===== config.mk =====
export PLATFORM = sky130hd
export DESIGN_NAME = xpt_i2c_port
export DESIGN_NICKNAME = d
export VERILOG_FILES = /design/src/hw/xpt_cfg_pkg.sv /design/src/hw/xpt_line_sync.sv /design/src/hw/xpt_i2c_port.sv
export SDC_FILE = /design/constraint.sdc
export NUM_CORES = 1
export LEC_CHECK = 0
export BUFFER_PORTS_ARGS = -buffer_cell sky130_fd_sc_hd__buf_4
export CORE_UTILIZATION = 56
export CTS_CLUSTER_SIZE = 25
export DETAILED_ROUTE_END_ITERATION = 10
export PLACE_DENSITY = 0.87
export SLEW_MARGIN = 5
export SYNTH_ARGS = -nofsm -noshare
export SYNTH_HDL_FRONTEND = slang
export SYNTH_SLANG_ARGS = --single-unit

===== constraint.sdc =====
create_clock -name CLK_I -period 3.05 [get_ports CLK_I]
set_input_delay 0.61 -clock CLK_I [delete_from_list [all_inputs] [get_ports CLK_I]]
set_output_delay 0.61 -clock CLK_I [all_outputs]
set_load 0.02 [all_outputs]

===== src/hw/xpt_cfg_pkg.sv =====
// shared constants for the crosspoint two-wire configuration port
package xpt_cfg_pkg;
  localparam int NUM_INPUTS = 8;
  localparam int NUM_OUTPUTS = 6;
  localparam logic [6:0] TARGET_ADDR_DEFAULT = 7'h40; // arbitrary value
  // register addresses
  localparam logic [7:0] ADDR_ROUTE_12 = 8'h00;
  localparam logic [7:0] ADDR_ROUTE_34 = 8'h01;
  localparam logic [7:0] ADDR_ROUTE_56 = 8'h02;
  localparam logic [7:0] ADDR_CLAMP = 8'h03;
  localparam logic [7:0] ADDR_GAIN = 8'h04;
  // field layout
  localparam int SRC_W = 4;
  localparam int SRC_ODD_LSB = 0;
  localparam int SRC_EVEN_LSB = 4;
  localparam logic [3:0] SRC_NONE = 4'h0;
  localparam logic [3:0] SRC_MAX = 4'h8;
  localparam int GAIN_BITS = 6;
  // reset values
  localparam logic [7:0] ROUTE_RESET = 8'h00;
  localparam logic [7:0] CLAMP_RESET = 8'h00;
  localparam logic [7:0] GAIN_RESET = 8'h00;
  localparam logic [31:0] ID_VALUE = 32'h5843_5031; // arbitrary value
  // wishbone map (word addresses, byte offsets)
  localparam logic [7:0] WB_ROUTE_12 = 8'h00;
  localparam logic [7:0] WB_ROUTE_34 = 8'h04;
  localparam logic [7:0] WB_ROUTE_56 = 8'h08;
  localparam logic [7:0] WB_CLAMP = 8'h0C;
  localparam logic [7:0] WB_GAIN = 8'h10;
  localparam logic [7:0] WB_CTRL = 8'h14;
  localparam logic [7:0] WB_STATUS = 8'h18;
  localparam logic [7:0] WB_ID = 8'h1C;
  localparam int CTRL_ADDR_LSB = 0;
  localparam int CTRL_EN_BIT = 8;
  localparam logic [31:0] CTRL_RESET = 32'h0000_0140;
  // timing
  localparam int CLK_HZ = 10_000_000;
  localparam int SCL_MAX_HZ = 100_000;
  localparam int SCL_MIN_CYC = CLK_HZ / SCL_MAX_HZ;
endpackage


===== src/hw/xpt_line_sync.sv =====
`timescale 1ns/1ps
// two-flop synchroniser with edge detection on the synchronised level
module xpt_line_sync #(
  parameter logic RESET_LEVEL = 1'b1
) (
  input wire logic clk_i,   // system clock
  input wire logic rst_n_i, // async reset, active low
  input wire logic line_i,  // raw pin level
  output logic level_o,     // synchronised level
  output logic rise_o,      // one-cycle rise pulse
  output logic fall_o       // one-cycle fall pulse
);
  logic meta_reg;
  logic sync_reg;
  logic prev_reg;

  // first flop read only by the second
  always_ff @(posedge clk_i or negedge rst_n_i) begin
    if (!rst_n_i) begin
      meta_reg <= RESET_LEVEL;
      sync_reg <= RESET_LEVEL;
      prev_reg <= RESET_LEVEL;
    end else begin
      meta_reg <= line_i;
      sync_reg <= meta_reg;
      prev_reg <= sync_reg;
    end
  end

  assign level_o = sync_reg;
  assign rise_o = sync_reg & ~prev_reg;
  assign fall_o = ~sync_reg & prev_reg;
endmodule


===== src/hw/xpt_i2c_port.sv =====
`timescale 1ns/1ps
// write-only two-wire target port that programs the crosspoint settings
// Summary of operation
// writes only; a read request is not acknowledged and returns nothing.
// standard-mode target, clock up to 100 kHz.
// master starts transfers only on an idle bus.
// one bit per clock pulse; data stable while clock is high.
// data change while clock high is a control event, not data.
// both lines high when idle; nobody holds them low.
// data falling while clock high is start; byte reception restarts.
// data rising while clock high is stop; port returns to idle.
// no limit on data bytes between start and stop.
// each byte is eight bits followed by an acknowledge slot.
// master gives a ninth clock pulse for acknowledge.
// every byte received while addressed is acknowledged.
// acknowledge holds data low through the ninth pulse's high phase.
// first byte after start is the address, compared before anything else.
// each input's clamp or bias chosen by its own bit.
// an unrouted output stays enabled unless explicitly turned off.
// software should pick bias for dc-coupled inputs.
// addresses 0 to 2 hold two source nibbles, odd low, even high.
// source none powers the output down and makes it high impedance.
// address 3 holds clamp bits, bit n-1 for input n, one is clamp.
// address 4 holds gain bits 5..0, zero is 6dB, one is unity.
// transfer is address byte, register address, data; update after ack.
// a mismatched address is not acknowledged and the transfer is ignored.
module xpt_i2c_port #(
  parameter int NUM_IN = xpt_cfg_pkg::NUM_INPUTS,
  parameter int NUM_OUT = xpt_cfg_pkg::NUM_OUTPUTS
) (
  input wire logic CLK_I,                   // 10 MHz system clock
  input wire logic RST_N_I,                 // async reset, active low
  input wire logic SCL_I,                   // serial clock pin
  input wire logic SDA_I,                   // serial data pin level
  output logic SDA_O,                       // serial data drive value (always 0)
  output logic SDA_OE_O,                    // serial data pull-down enable
  input wire logic [31:0] DAT_I,            // wishbone write data
  output logic [31:0] DAT_O,                // wishbone read data
  input wire logic [7:0] ADR_I,             // wishbone byte address
  input wire logic [3:0] SEL_I,             // wishbone byte selects
  input wire logic WE_I,                    // wishbone write enable
  input wire logic CYC_I,                   // wishbone cycle
  input wire logic STB_I,                   // wishbone strobe
  output logic ACK_O,                       // wishbone acknowledge
  output logic [4*NUM_OUT-1:0] OUT_SRC_O,   // per-output source code
  output logic [NUM_OUT-1:0] OUT_EN_O,      // output amplifier enabled
  output logic [NUM_IN-1:0] IN_CLAMP_O,     // 1 clamp, 0 bias per input
  output logic [NUM_OUT-1:0] OUT_UNITY_O    // 1 unity gain, 0 6dB
);
  // elaboration checks: field packing is fixed at eight inputs, six outputs
  if (NUM_IN != xpt_cfg_pkg::NUM_INPUTS || NUM_OUT != xpt_cfg_pkg::NUM_OUTPUTS) begin : g_bad_size
    $error("xpt_i2c_port supports exactly 8 inputs and 6 outputs");
  end
  // edge detection needs several system clocks per standard-mode link bit
  if (xpt_cfg_pkg::SCL_MIN_CYC < 8) begin : g_slow_clock
    $error("system clock too slow for the serial link");
  end

  typedef enum logic [2:0] {
    ST_IDLE = 3'b000,
    ST_ADDR = 3'b001,
    ST_ADDR_ACK = 3'b010,
    ST_DATA = 3'b011,
    ST_DATA_ACK = 3'b100,
    ST_IGNORE = 3'b101
  } port_state_e;

  logic scl_lvl, scl_rise, scl_fall;
  logic sda_lvl, sda_rise, sda_fall;
  logic start_evt, stop_evt;
  port_state_e state_reg;
  logic [3:0] bit_cnt_reg;
  logic [7:0] shift_reg;
  logic [1:0] byte_idx_reg;
  logic [7:0] reg_addr_reg;
  logic [7:0] route_reg [0:2];
  logic [7:0] clamp_reg;
  logic [7:0] gain_reg;
  logic [7:0] ctrl_addr_reg;
  logic ctrl_en_reg;
  logic ack_drive_reg;
  logic commit_reg;
  logic [15:0] wr_count_reg;
  logic nack_seen_reg;
  logic wb_ack_reg;
  logic [31:0] wb_dat_reg;
  logic wb_req;

  xpt_line_sync #(.RESET_LEVEL(1'b1)) u_scl_sync (
    .clk_i(CLK_I),
    .rst_n_i(RST_N_I),
    .line_i(SCL_I),
    .level_o(scl_lvl),
    .rise_o(scl_rise),
    .fall_o(scl_fall)
  );

  xpt_line_sync #(.RESET_LEVEL(1'b1)) u_sda_sync (
    .clk_i(CLK_I),
    .rst_n_i(RST_N_I),
    .line_i(SDA_I),
    .level_o(sda_lvl),
    .rise_o(sda_rise),
    .fall_o(sda_fall)
  );

  // data edge while clock high is a control event
  assign start_evt = sda_fall & scl_lvl;
  assign stop_evt = sda_rise & scl_lvl;

  // address byte match against software-set address, write direction only
  function automatic logic addr_hit(input logic [7:0] b, input logic [6:0] own);
    addr_hit = (b[7:1] == own) && (b[0] == 1'b0);
  endfunction

  // protocol engine; bits shift on clock rise, decisions on clock fall
  always_ff @(posedge CLK_I or negedge RST_N_I) begin
    if (!RST_N_I) begin
      state_reg <= ST_IDLE;
      bit_cnt_reg <= 4'h0;
      shift_reg <= 8'h00;
      byte_idx_reg <= 2'h0;
      ack_drive_reg <= 1'b0;
      commit_reg <= 1'b0;
      nack_seen_reg <= 1'b0;
    end else begin
      commit_reg <= 1'b0;
      if (!ctrl_en_reg || stop_evt) begin
        state_reg <= ST_IDLE;
        ack_drive_reg <= 1'b0;
      end else if (start_evt) begin
        state_reg <= ST_ADDR;
        bit_cnt_reg <= 4'h0;
        byte_idx_reg <= 2'h0;
        ack_drive_reg <= 1'b0;
      end else begin
        case (state_reg)
          ST_IDLE: begin
            ack_drive_reg <= 1'b0;
          end
          ST_ADDR, ST_DATA: begin
            if (scl_rise) begin
              shift_reg <= {shift_reg[6:0], sda_lvl};
              bit_cnt_reg <= bit_cnt_reg + 4'h1;
            end else if (scl_fall && bit_cnt_reg == 4'h8) begin
              bit_cnt_reg <= 4'h0;
              if (state_reg == ST_ADDR) begin
                if (addr_hit(shift_reg, ctrl_addr_reg[6:0])) begin
                  ack_drive_reg <= 1'b1;
                  state_reg <= ST_ADDR_ACK;
                end else begin
                  nack_seen_reg <= 1'b1;
                  state_reg <= ST_IGNORE;
                end
              end else begin
                ack_drive_reg <= 1'b1;
                state_reg <= ST_DATA_ACK;
              end
            end
          end
          ST_ADDR_ACK, ST_DATA_ACK: begin
            // release after the ninth pulse falls
            if (scl_fall) begin
              ack_drive_reg <= 1'b0;
              if (state_reg == ST_DATA_ACK && byte_idx_reg != 2'h0) begin
                commit_reg <= 1'b1;
              end
              if (state_reg == ST_DATA_ACK && byte_idx_reg == 2'h0) begin
                byte_idx_reg <= 2'h1;
              end else if (state_reg == ST_DATA_ACK) begin
                byte_idx_reg <= 2'h2;
              end
              state_reg <= ST_DATA;
            end
          end
          ST_IGNORE: begin
            ack_drive_reg <= 1'b0;
          end
          default: begin
            state_reg <= ST_IDLE;
          end
        endcase
      end
    end
  end

  // register address byte latches; data byte auto-increments address
  always_ff @(posedge CLK_I or negedge RST_N_I) begin
    if (!RST_N_I) begin
      reg_addr_reg <= 8'h00;
    end else if (state_reg == ST_DATA_ACK && scl_fall && byte_idx_reg == 2'h0) begin
      reg_addr_reg <= shift_reg;
    end else if (commit_reg) begin
      reg_addr_reg <= reg_addr_reg + 8'h01;
    end
  end

  assign wb_req = CYC_I & STB_I & ~wb_ack_reg;

  // crosspoint settings written from the serial side or from software
  always_ff @(posedge CLK_I or negedge RST_N_I) begin
    if (!RST_N_I) begin
      route_reg[0] <= xpt_cfg_pkg::ROUTE_RESET;
      route_reg[1] <= xpt_cfg_pkg::ROUTE_RESET;
      route_reg[2] <= xpt_cfg_pkg::ROUTE_RESET;
      clamp_reg <= xpt_cfg_pkg::CLAMP_RESET;
      gain_reg <= xpt_cfg_pkg::GAIN_RESET;
    end else if (commit_reg) begin
      // serial write has priority; wishbone write in same cycle is lost
      case (reg_addr_reg)
        xpt_cfg_pkg::ADDR_ROUTE_12: route_reg[0] <= shift_reg;
        xpt_cfg_pkg::ADDR_ROUTE_34: route_reg[1] <= shift_reg;
        xpt_cfg_pkg::ADDR_ROUTE_56: route_reg[2] <= shift_reg;
        xpt_cfg_pkg::ADDR_CLAMP: clamp_reg <= shift_reg;
        xpt_cfg_pkg::ADDR_GAIN: gain_reg <= shift_reg;
        default: begin
        end
      endcase
    end else if (wb_req && WE_I && SEL_I[0]) begin
      case (ADR_I)
        xpt_cfg_pkg::WB_ROUTE_12: route_reg[0] <= DAT_I[7:0];
        xpt_cfg_pkg::WB_ROUTE_34: route_reg[1] <= DAT_I[7:0];
        xpt_cfg_pkg::WB_ROUTE_56: route_reg[2] <= DAT_I[7:0];
        xpt_cfg_pkg::WB_CLAMP: clamp_reg <= DAT_I[7:0];
        xpt_cfg_pkg::WB_GAIN: gain_reg <= DAT_I[7:0];
        default: begin
        end
      endcase
    end
  end

  // control register: own target address and port enable
  always_ff @(posedge CLK_I or negedge RST_N_I) begin
    if (!RST_N_I) begin
      ctrl_addr_reg <= xpt_cfg_pkg::CTRL_RESET[7:0];
      ctrl_en_reg <= xpt_cfg_pkg::CTRL_RESET[xpt_cfg_pkg::CTRL_EN_BIT];
    end else if (wb_req && WE_I && ADR_I == xpt_cfg_pkg::WB_CTRL) begin
      if (SEL_I[0]) begin
        ctrl_addr_reg <= {1'b0, DAT_I[6:0]};
      end
      if (SEL_I[1]) begin
        ctrl_en_reg <= DAT_I[xpt_cfg_pkg::CTRL_EN_BIT];
      end
    end
  end

  // serial write counter, saturating
  always_ff @(posedge CLK_I or negedge RST_N_I) begin
    if (!RST_N_I) begin
      wr_count_reg <= 16'h0000;
    end else if (commit_reg && wr_count_reg != 16'hFFFF) begin
      wr_count_reg <= wr_count_reg + 16'h0001;
    end
  end

  // wishbone slave: registered ack one clock after the request, read data registered with it
  always_ff @(posedge CLK_I or negedge RST_N_I) begin
    if (!RST_N_I) begin
      wb_ack_reg <= 1'b0;
      wb_dat_reg <= 32'h0000_0000;
    end else begin
      wb_ack_reg <= wb_req;
      if (wb_req && !WE_I) begin
        case (ADR_I)
          xpt_cfg_pkg::WB_ROUTE_12: wb_dat_reg <= {24'h000000, route_reg[0]};
          xpt_cfg_pkg::WB_ROUTE_34: wb_dat_reg <= {24'h000000, route_reg[1]};
          xpt_cfg_pkg::WB_ROUTE_56: wb_dat_reg <= {24'h000000, route_reg[2]};
          xpt_cfg_pkg::WB_CLAMP: wb_dat_reg <= {24'h000000, clamp_reg};
          xpt_cfg_pkg::WB_GAIN: wb_dat_reg <= {24'h000000, 2'h0, gain_reg[5:0]};
          xpt_cfg_pkg::WB_CTRL: wb_dat_reg <= {23'h000000, ctrl_en_reg, ctrl_addr_reg};
          xpt_cfg_pkg::WB_STATUS: wb_dat_reg <= {wr_count_reg, 11'h000, nack_seen_reg,
                                                 1'b0, state_reg};
          xpt_cfg_pkg::WB_ID: wb_dat_reg <= xpt_cfg_pkg::ID_VALUE;
          default: wb_dat_reg <= 32'h0000_0000;
        endcase
      end
    end
  end

  // output drives, all from flops
  always_ff @(posedge CLK_I or negedge RST_N_I) begin
    if (!RST_N_I) begin
      OUT_SRC_O <= '0;
      OUT_EN_O <= '0;
      IN_CLAMP_O <= '0;
      OUT_UNITY_O <= '0;
    end else begin
      for (int k = 0; k < NUM_OUT; k++) begin
        OUT_SRC_O[4*k +: 4] <= route_reg[k/2][4*(k%2) +: 4];
        // only the explicit none code disables an output
        OUT_EN_O[k] <= route_reg[k/2][4*(k%2) +: 4] != xpt_cfg_pkg::SRC_NONE;
      end
      IN_CLAMP_O <= clamp_reg;
      OUT_UNITY_O <= gain_reg[5:0];
    end
  end

  assign SDA_O = 1'b0;
  assign SDA_OE_O = ack_drive_reg;
  assign ACK_O = wb_ack_reg;
  assign DAT_O = wb_dat_reg;

  // assertions
  a_ack_only_in_slot: assert property (@(posedge CLK_I) disable iff (!RST_N_I)
    ack_drive_reg |-> (state_reg == ST_ADDR_ACK || state_reg == ST_DATA_ACK))
    else $error("data line driven outside acknowledge slot");
  a_stop_idles: assert property (@(posedge CLK_I) disable iff (!RST_N_I)
    stop_evt |=> (state_reg == ST_IDLE && !ack_drive_reg))
    else $error("stop did not return to idle");
  a_start_restarts: assert property (@(posedge CLK_I) disable iff (!RST_N_I)
    (start_evt && ctrl_en_reg && !stop_evt) |=> (state_reg == ST_ADDR && bit_cnt_reg == 4'h0))
    else $error("start did not restart reception");
  a_mismatch_nack: assert property (@(posedge CLK_I) disable iff (!RST_N_I)
    (state_reg == ST_IGNORE) |-> !ack_drive_reg)
    else $error("ignored transfer acknowledged");
  a_data_acked: assert property (@(posedge CLK_I) disable iff (!RST_N_I)
    (state_reg == ST_DATA && scl_fall && bit_cnt_reg == 4'h8 && !start_evt && !stop_evt && ctrl_en_reg)
    |=> ack_drive_reg)
    else $error("data byte not acknowledged");
  a_read_refused: assert property (@(posedge CLK_I) disable iff (!RST_N_I)
    (state_reg == ST_ADDR && scl_fall && bit_cnt_reg == 4'h8 && shift_reg[0]
     && ctrl_en_reg && !start_evt && !stop_evt) |=> (state_reg == ST_IGNORE && !ack_drive_reg))
    else $error("read request acknowledged");
  a_commit_after_ack: assert property (@(posedge CLK_I) disable iff (!RST_N_I)
    commit_reg |-> $past(state_reg) == ST_DATA_ACK)
    else $error("write committed outside acknowledge");
  a_gain_update: assert property (@(posedge CLK_I) disable iff (!RST_N_I)
    (commit_reg && reg_addr_reg == xpt_cfg_pkg::ADDR_GAIN) |=> ##1 OUT_UNITY_O == $past(shift_reg[5:0], 2))
    else $error("gain not applied");
  a_route_update: assert property (@(posedge CLK_I) disable iff (!RST_N_I)
    (commit_reg && reg_addr_reg == xpt_cfg_pkg::ADDR_ROUTE_12) |=> ##1 OUT_SRC_O[7:0] == $past(shift_reg, 2))
    else $error("route pair not applied");
  a_clamp_update: assert property (@(posedge CLK_I) disable iff (!RST_N_I)
    (commit_reg && reg_addr_reg == xpt_cfg_pkg::ADDR_CLAMP) |=> ##1 IN_CLAMP_O == $past(shift_reg, 2))
    else $error("clamp bits not applied");
  a_off_disables: assert property (@(posedge CLK_I) disable iff (!RST_N_I)
    (route_reg[0][3:0] == xpt_cfg_pkg::SRC_NONE) |=> !OUT_EN_O[0])
    else $error("unrouted output not powered down");
  c_write_commit: cover property (@(posedge CLK_I) disable iff (!RST_N_I) commit_reg);
  c_nack: cover property (@(posedge CLK_I) disable iff (!RST_N_I) state_reg == ST_IGNORE);
  c_wb_read: cover property (@(posedge CLK_I) disable iff (!RST_N_I) wb_ack_reg && !WE_I);
  c_ack_slot: cover property (@(posedge CLK_I) disable iff (!RST_N_I) ack_drive_reg && scl_rise);
endmodule


* After elaboration in Yosys (flattened, before gate mapping)
Cells that the tools add are included.
** Storage, ports and cells
- Register bits :: 173
- Output and inout port bits :: 79
- Word-level logic and storage cells :: 181
** Operators by class
- Add/subtract/negate cells :: 3
- Eq/ne operators :: 29
- Mux-type cells :: 49
- Bitwise gates (word level) :: 18
- Reductions and logical operators :: 54
** Operators by type and width (count)
- case mux 32 bit (8 select lines) :: 1
- 2-to-1 mux 8 bit :: 12
- 2-to-1 mux 24 bit :: 2
- equality test 8 x 5 -> 1 bit (second input constant) :: 4
- 2-to-1 mux 6 bit :: 4
- nonzero test 4 bit :: 6
- nonzero test 2 bit :: 11
- 2-to-1 mux 3 bit :: 7
- AND reduction 3 bit :: 6
- adder 16 x 1 -> 16 bit (second input constant) :: 1
- equality test 8 x 2 -> 1 bit (second input constant) :: 2
- equality test 8 x 3 -> 1 bit (second input constant) :: 2
- equality test 8 x 4 -> 1 bit (second input constant) :: 2
- zero test 8 bit :: 2
- 2-to-1 mux 4 bit :: 4
- inequality test 16 bit (second input constant) :: 1
- 2-to-1 mux 1 bit :: 12
- inequality test 4 bit (second input constant) :: 3
- AND reduction 4 bit :: 3
- logical AND 1 bit :: 11
- 2-to-1 mux 2 bit :: 5
- inequality test 2 x 1 -> 1 bit (second input constant) :: 5
- inverter 1 bit :: 10
- case mux 3 bit (3 select lines) :: 1
- other kinds (22) :: 36

* Longest topological paths before layout
Gate-level depths: netlist of run 1.
- Depth in word-level cells :: 9
- Mapped depth :: 7
- Gate-level depth less buffers :: 7

* Hierarchy
Synthesis of run 1 repeated with hierarchy kept, for this count alone.
** Unflattened totals
- Cells, all modules :: 572
- Area, all modules :: 7244.4 sq um
** Modules (own cells, without submodules)
- xpt_i2c_port :: instances 1, cells each 562, area each 7056.8 sq um
- xpt_line_sync :: instances 2, cells each 5, area each 93.8 sq um

* Worst setup path after synthesis of run 1
No wires, ideal clock.
- Path kind :: in2reg
- Start :: input port ADR_I[5]
- End :: register ctrl_addr_reg[0]
- Data arrival time :: 1.929 ns
- Path slack :: 0.996 ns
- Stages on the path :: 5
- Cell sequence :: or3_4 > nor2_8 > nand2_2 > nor3_4 > mux2_4
** Between the ends
- Word-level cells in the longest chain between the ends :: 3
** RTL lines
- start: declaration :: line xpt_i2c_port.sv:39 : input wire logic [7:0] ADR_I,
- equality test 8 x 5 -> 1 bit :: line xpt_i2c_port.sv:237 : end else if (wb_req && WE_I && ADR_I == xpt_cfg_pkg::WB_CTRL) begin
- logical AND 1 bit :: line xpt_i2c_port.sv:237
- AND reduction 2 bit (no source line)
- end signal: assignment :: line xpt_i2c_port.sv:235 : ctrl_addr_reg <= xpt_cfg_pkg::CTRL_RESET[7:0];
- end signal: assignment :: line xpt_i2c_port.sv:239 : ctrl_addr_reg <= {1'b0, DAT_I[6:0]};
- end: declaration :: line xpt_i2c_port.sv:79 : logic [7:0] ctrl_addr_reg;
Every way passes these cells.
A chain may end at the register's enable or synchronous reset.

* Worst setup path in the final report of run 1
- Start :: register reg_addr_reg[5]
- End :: register clamp_reg[1]
** Between the ends
- Word-level cells in the longest chain between the ends :: 3
** RTL lines
- start: declaration :: line xpt_i2c_port.sv:75 : logic [7:0] reg_addr_reg;
- start signal: assignment :: line xpt_i2c_port.sv:192 : reg_addr_reg <= shift_reg;
- start signal: assignment :: line xpt_i2c_port.sv:194 : reg_addr_reg <= reg_addr_reg + 8'h01;
- equality test 8 x 2 -> 1 bit :: line xpt_i2c_port.sv:210 : case (reg_addr_reg)
- inequality test 2 x 1 -> 1 bit (no source line)
- AND reduction 3 bit (no source line)
- end signal: assignment :: line xpt_i2c_port.sv:206 : clamp_reg <= xpt_cfg_pkg::CLAMP_RESET;
- end signal: assignment :: line xpt_i2c_port.sv:214 : xpt_cfg_pkg::ADDR_CLAMP: clamp_reg <= shift_reg;
- end signal: assignment :: line xpt_i2c_port.sv:224 : xpt_cfg_pkg::WB_CLAMP: clamp_reg <= DAT_I[7:0];
- end: declaration :: line xpt_i2c_port.sv:77 : logic [7:0] clamp_reg;
Every way passes these cells.

==> results.md, run 1 <==
* Sequential area share after synthesis at 0.588
* Min Hold Slack at 195 ps
* CP Class: reg -> reg
* Adder-Cell Fraction of Synth Area at 0.0123
* Antenna diodes at 0
* F_max at 426 MHz
* Setup TNS at 0 ps
* # port buffers at 98
* Run status: complete, no violations
* Commonest non-fill, non-tap cell in the layout: dfrtp_1
* Fill count at 807
* P_sw at roughly 1.1 mW
* Reg area at 4190 µm²
* Total setup buffers inserted after CTS at 0
* Vias in the first global route at approximately 5000
* Final Hold Viols at 0
* Clk slew on worst S/H paths at around 60 ps
* Dpl hpwl at 11.4 mm
* First-pass GRT wire length at 26.7 mm
* Clk Latency, worst-skew pair at approximately 430 ps
* CTS max path bufs at 2
* Crit-path cells: nor4_1, nand3b_1, nor2_1, a32o_1, mux2_1
* WL/cell at 20.2 µm
* Cell leakage power at 4.28 nW
* Clock skew at 7.46 ps
* Worst path depth at 5
* Hold/Removal Path Class: in -> async
* Share of layout cells above drive strength 1 at 0.287
* Final setup viols at 0
* Final #Nets at 699
* Worst r2r path cells at 5
* Via count at 4923
* TritonCTS clock tree: done
* Max Slew Vio Count at 0
* CTS resizes at 0
* GRT overflow at 0
* Max VDD drop at 0.348 mV
* Compound-cell area share of the yosys netlist at 0.0955
* Footprint of the multi-input gates at 2740 µm²
* Crit path launch type: flop
* Int Power at 3.64 mW
* Hold buffer count at cts at 0
* Worst Path Arrival at 2660 ps
* Io pins at 130
* FFs w/ async S/R, synth at 1.00
* Post-synth top flop: dfrtp_1
* Critical-path top delay cell: a32o_1
* Synth Area in XOR/XNOR at 0.0356
* Clk Tree Root Cell: clkbuf_16
* Top cell type's share of synthesized area at 0.558
* CTS sink count at 167
* CP Launch Point: reg_addr_reg[5]$_DFFE_PN0P_
* Seq pwr share at 0.482
* Synth Instances at between 500 and 600
* Syn. warnings at 0
* Sw Share at 0.225
* Largest net degree at the start of global routing at 74
* Mux cell area share after synthesis at 0.124
* P&R area growth vs syn at 20.6%
* Initial DRC Count at 394
* Final Wtd Congestion at 0.827
* Number of buffers created by CTS at 17
* Unrepaired setup endpoints after global routing: false
* Worst Setup End Kind: flop
* Critical Path RT at 3360 ps
* Max FFs per register at 26
* Startpoint of the worst register-to-register path: reg_addr_reg[5]$_DFFE_PN0P_
* Antenna violations before repair at 0
* EDFF count, synth at 0
* DR vias/cell at 5.99
* Number of iterations in the first detailed-routing pass at 5
* Die Width at approximately 110 µm
* Unique masters post-synth at 70
* CP peak stage delay at a little under 600 ps
* Critical R2R Capture: clamp_reg[1]$_DFFE_PN0P_
* Largest family of logic cells by synthesized area: multiplexers
* Top cells by area, synth: dfrtp_1, mux2_1, dfstp_2, a22o_1, xnor2_1
* Critical path capture point: clamp_reg[1]$_DFFE_PN0P_
* Clk pwr share at 0.470
* Rel. slew slack at 0.421
* Crit share post-route at 0.770
* Total power at 4.70 mW
* Max FO, Critical Path at 8
* Max Cap Viol at 0
* DRC viols at 0
* Comb power frac at 0.048
* Core Area at roughly 12000 µm²
* Crit-path leading delay family: simple AND/OR/NAND/NOR gates
* Starting density of the core at 0.584
* Commonest non-fill, non-tap cells in the layout: dfrtp_1, buf_4, mux2_1
* PD cells at 547 nW/µm²
* Crit path buffers/inverters at 0
* Post-layout min period at 2350 ps
* Worst Tran Pin Value at 863 ps
* Final wirelength at between 15 and 20 mm
* Total GRT Usage at 0.273
* Die ar. at 13200 µm²
* Die Y at between 100 and 150 µm
* Synthesized area per cell at between 10 and 15 µm²
* Simple-Gate Fraction of Synth Area at 0.114
* Row cnt at 40
* Htree depth at 4
* Setup slack, reg-to-reg at between 700 and 800 ps
* Yosys top cell by area: dfrtp_1
* Detail Route Antenna Nets at 0
* Mapped Area at 7130 µm²
* Register bit total from synthesis at 167
==> cell usage after synthesis, types with 3 or more instances <==
master	n
nand3b_1	5
a22o_1	18
nor4_1	4
a31oi_1	5
nand4_1	12
dfstp_2	8
nor3_2	4
mux2_1	47
mux2_2	13
nor3_1	6
ha_1	7
nor2_1	21
a21oi_1	13
clkbuf_1	8
o21a_1	3
xor2_1	12
buf_2	11
nand3_1	10
dfrtp_1	159
nand2_1	31
nand2b_1	4
buf_4	12
inv_1	8
xnor2_1	17
nor2b_1	3
a32o_1	5
o21ai_1	8
or4_1	7
a221oi_1	3
a221o_1	7
o21ai_0	8
mux2i_1	6
and2_1	3
and3_1	4
mux2_4	7
==> how the worst min path moves through the flow <==
| stage | start | endpoint | slack (ps) | cells after the start |
|---|---|---|---|---|
| after global placement | u_scl_sync.meta_reg$_DFF_PN1_ | u_scl_sync.level_o$_DFF_PN1_ | 350 | 0 |
| after global routing | RST_N_I | IN_CLAMP_O[1]$_DFF_PN0_ | 250 | 1 |
| after CTS | RST_N_I | OUT_SRC_O[8]$_DFF_PN0_ | 220 | 1 |
| after detailed placement | u_scl_sync.meta_reg$_DFF_PN1_ | u_scl_sync.level_o$_DFF_PN1_ | 350 | 0 |
| final | RST_N_I | IN_CLAMP_O[1]$_DFF_PN0_ | 200 | 1 |
| after floorplan | RST_N_I | ACK_O$_DFF_PN0_ | 310 | 0 |
==> final cells by class <==
| type | instances | share of cell area |
|---|---|---|
| timing repair buffer | 103 | 0.0933 |
| sequential | 167 | 0.488 |
| clock inverter | 14 | 0.0198 |
| clock buffer | 18 | 0.0511 |
| inverter | 10 | 0.00437 |
| tap | 168 | 0.0245 |
| multi-input combinational | 342 | 0.319 |
==> cell families after synthesis <==
| family | count (synthesis) |
|---|---|
| AO/OA/AOI/OAI | 91 |
| buffers and inverters | 41 |
| AND/OR/NAND/NOR | 134 |
| other | 1 |
| multiplexers | 75 |
| adder cells (fa/ha/maj) | 7 |
| flip-flops | 167 |
| XOR/XNOR | 29 |
==> routing by layer <==
metal / global-route usage / share of wire
met5: 0 / 0
met4: 0.113 / 0.021
met3: 0.0717 / 0.070
met2: 0.442 / 0.50
met1: 0.352 / 0.41
==> power by group through the flow <==
stage	clock network [mW]	registers, mW	logic [mW]
6_report	2.21	2.26	0.227
5_1_grt	2.32	2.26	0.246
4_1_cts	2.23	2.26	0.228
3_5_place_dp	0	2.30	0.225
3_3_place_gp	0	2.30	0.218
2_1_floorplan	0	2.32	0.0890
==> worst register-to-register path: cells and delay by family, from the launching register on <==
kind | cells | cell delay, ps
multiplexers | 1 | 390
AND/OR/NAND/NOR | 3 | 830
flip-flops | 1 | 430
AO/OA/AOI/OAI | 1 | 580
==> stage by stage <==
step	instances	util	setup WS (ps)	area, µm²
6_report	822	0.704	701	8590
5_1_grt	822	0.704	628	8590
4_1_cts	822	0.704	757	8590
3_5_place_dp	790	0.654	560	7980
3_3_place_gp	790	0.654	625	7980
2_1_floorplan	550	-	996	7150
Power figures use the tool's default switching activity.
==> run 2, diff against run 1 <==
--- a/config.mk
+++ b/config.mk
@@ -5,11 +5,12 @@
 export SDC_FILE = /design/constraint.sdc
 export NUM_CORES = 1
 export LEC_CHECK = 0
+export ABC_AREA = 1
 export BUFFER_PORTS_ARGS = -buffer_cell sky130_fd_sc_hd__buf_4
-export CORE_UTILIZATION = 56
+export CORE_UTILIZATION = 51
 export CTS_CLUSTER_SIZE = 25
 export DETAILED_ROUTE_END_ITERATION = 10
-export PLACE_DENSITY = 0.87
+export PLACE_DENSITY = 0.84
 export SLEW_MARGIN = 5
 export SYNTH_ARGS = -nofsm -noshare
 export SYNTH_HDL_FRONTEND = slang
==> constraint.sdc (replaced) <==
create_clock -name CLK_I -period 2.1 [get_ports CLK_I]
set_input_delay 0.42 -clock CLK_I [delete_from_list [all_inputs] [get_ports CLK_I]]
set_output_delay 0.42 -clock CLK_I [all_outputs]
set_load 0.02 [all_outputs]
==> results.md, run 2 <==
* # port buffers at 98
* CP peak stage delay at 420 ps
* Largest net degree at the start of global routing at 65
* Clock skew at 12.8 ps
* Top cells by area, synth: dfrtp_1, nand2_1, inv_1, o21ai_0, nand3_1
* Setup TNS at 0 ps
* Seq pwr share at 0.467
* Dpl cells at 1143
* DR vias/cell at between 5 and 6
* Unique masters post-synth at 36
* Most frequent cells after synthesis: nand2_1, dfrtp_1, inv_1
* Crit-path cells: nor2_1, nand3_1, nor3_2, nand3_1, nand2_2, nand2_1, nand2_1
* Crit share post-route at 0.886
* Core Area at 14000 µm²
* Critical-path top delay cell: dfrtp_1
* Detail Route Antenna Nets at 0
* CTS max path bufs at 2
* Crit-path leading delay family: simple AND/OR/NAND/NOR gates
* Initial DRC Count at 542
* Commonest non-fill, non-tap cells in the layout: nand2_1, dfrtp_1, buf_4
* Clk Tree Root Cell: clkbuf_16
* Dpl hpwl at roughly 13 mm
* Synthesized area per cell at approximately 8.7 µm²
* Die Y at between 100 and 150 µm
* Worst Tran Pin Value at 1050 ps
* Register bit total from synthesis at 167
* Final wirelength at between 15 and 20 mm
* Mapped Area at roughly 7400 µm²
* Max FO, Critical Path at 9
* Post-layout min period at ~1900 ps
* P_sw at about 2.4 mW
* Clk Latency, worst-skew pair at 440 ps
* Via count at between 6000 and 7000
* Synth Instances at 859
* Vias in the first global route at 5945
* WL/cell at 15.6 µm
* Row cnt at 43
* Crit path buffers/inverters at 0
* CTS sink count at 167
* Starting density of the core at 0.529
* Syn. warnings at 0
* Max Slew Vio Count at 0
* Hold buffer count at cts at 1
* Commonest non-fill, non-tap cell in the layout: nand2_1
* Critical Path RT at 2470 ps
* Clk pwr share at 0.381
* FFs w/ async S/R, synth at 1.00
* Max Cap Viol at 0
* Final #Nets at 1041
* Sw Share at 0.293
* Sequential area share after synthesis at 0.564
* First-pass GRT wire length at between 20 and 30 mm
* Hold/Removal Path Class: in -> reg
* Non-filler cells, final at 1176
* F_max at 537 MHz
* Number of iterations in the first detailed-routing pass at 7
* GRT overflow at 0
* Number of buffers created by CTS at 17
* Top cell type's share of synthesized area at 0.535
* Min Hold Slack at 93.8 ps
* Total GRT Usage at 0.264
* Unrepaired setup endpoints after global routing: false
* Clk slew on worst S/H paths at 70 ps
* Post-Place Cell Area at roughly 8500 µm²
* Comb power frac at 0.153
* Worst Path Arrival at 2240 ps
* Die ar. at 15100 µm²
* Final Cell Area at around 9100 µm²
* Run status: complete, no violations
* Rel. slew slack at 0.291
* PD cells at roughly 900 nW/µm²
* Max VDD drop at 0.534 mV
* Max FFs per register at 26
* Cell leakage power at 4.41 nW
* Antenna violations before repair at 0
* Crit path launch type: flop
* Die Width at 123 µm
* Final Hold Viols at 0
* Yosys top cell by area: dfrtp_1
* Io pins at 130
* Htree depth at 4
* TritonCTS clock tree: done
* DRC viols at 0
* Worst Setup End Kind: flop
* CP Class: reg -> reg
* Final Wtd Congestion at 0.864
* CTS resizes at 0
* Antenna diodes at 0
* Share of layout cells above drive strength 1 at 0.204
* Int Power at just under 6 mW
* P&R area growth vs syn at 22.0%
* Total setup buffers inserted after CTS at 0
* EDFF count, synth at 0
* Most common cell in the synthesized netlist: nand2_1
* Final setup viols at 0
* Post-synth top flop: dfrtp_1
-- run 2: cell families (layout without fill, tap and decap cells) --
family	Yosys count	count (layout)	synth area share
and+or+nand+nor	435	435	0.251
DFF	167	167	0.564
buffers and inverters	126	258	0.0741
AOI/OAI and AO/OA	108	108	0.0808
xor gates and xnor gates	15	15	0.0177
adders and majority gates	7	7	0.0118
other	1	6	0.000505
-- run 2: area by class of cell --
| type | count | area, µm² |
|---|---|---|
| repair buffers | 123 | 967 |
| clock buffers | 19 | 443 |
| fillers | 1110 | 4970 |
| clock inverters | 13 | 145 |
| multi-input cells | 571 | 2710 |
| inverters | 103 | 389 |
| well taps | 180 | 225 |
| flip-flops and latches | 167 | 4190 |
-- run 2: path summary, 6_finish.rpt --
path	startpoint	endpoint	slack, ps	cells past startpoint
worst max-delay path	reg_addr_reg[4]$_DFFE_PN0P_	clamp_reg[6]$_DFFE_PN0P_	240	7
max in group asynchronous	RST_N_I	OUT_SRC_O[17]$_DFF_PN0_	1030	3
min in group asynchronous	RST_N_I	OUT_SRC_O[7]$_DFF_PN0_	380	2
worst max register to register	reg_addr_reg[4]$_DFFE_PN0P_	clamp_reg[6]$_DFFE_PN0P_	240	7
worst min-delay path	SCL_I	u_scl_sync.meta_reg$_DFF_PN1_	90	1
worst min register to register	u_sda_sync.meta_reg$_DFF_PN1_	u_sda_sync.level_o$_DFF_PN1_	350	0
-- run 2: power groups by stage --
stage	Clock, mW	Combinational, mW	Sequential [mW]
after global routing	3.29	1.41	3.84
after CTS	3.15	1.23	3.80
after global placement	0	1.16	3.83
after detailed placement	0	1.20	3.85
after floorplan	0	0.711	3.85
final	3.11	1.24	3.81
-- run 2: stage by stage --
step | utilization | power [mW] | setup WS [ps]
final | 0.646 | 8.16 | 239
after global routing | 0.646 | 8.54 | 106
after CTS | 0.646 | 8.18 | 278
after detailed placement | 0.603 | 5.05 | 182
after global placement | 0.603 | 4.99 | 241
after floorplan | - | 4.56 | 502
-- run 2: layer usage --
metal,GRT usage,wire [µm],vias to the layer above
li1,-,-,2956
met1,0.344,7500,2913
met2,0.412,8630,292
met3,0.0627,1550,63
met4,0.133,656,0
met5,0,0,-
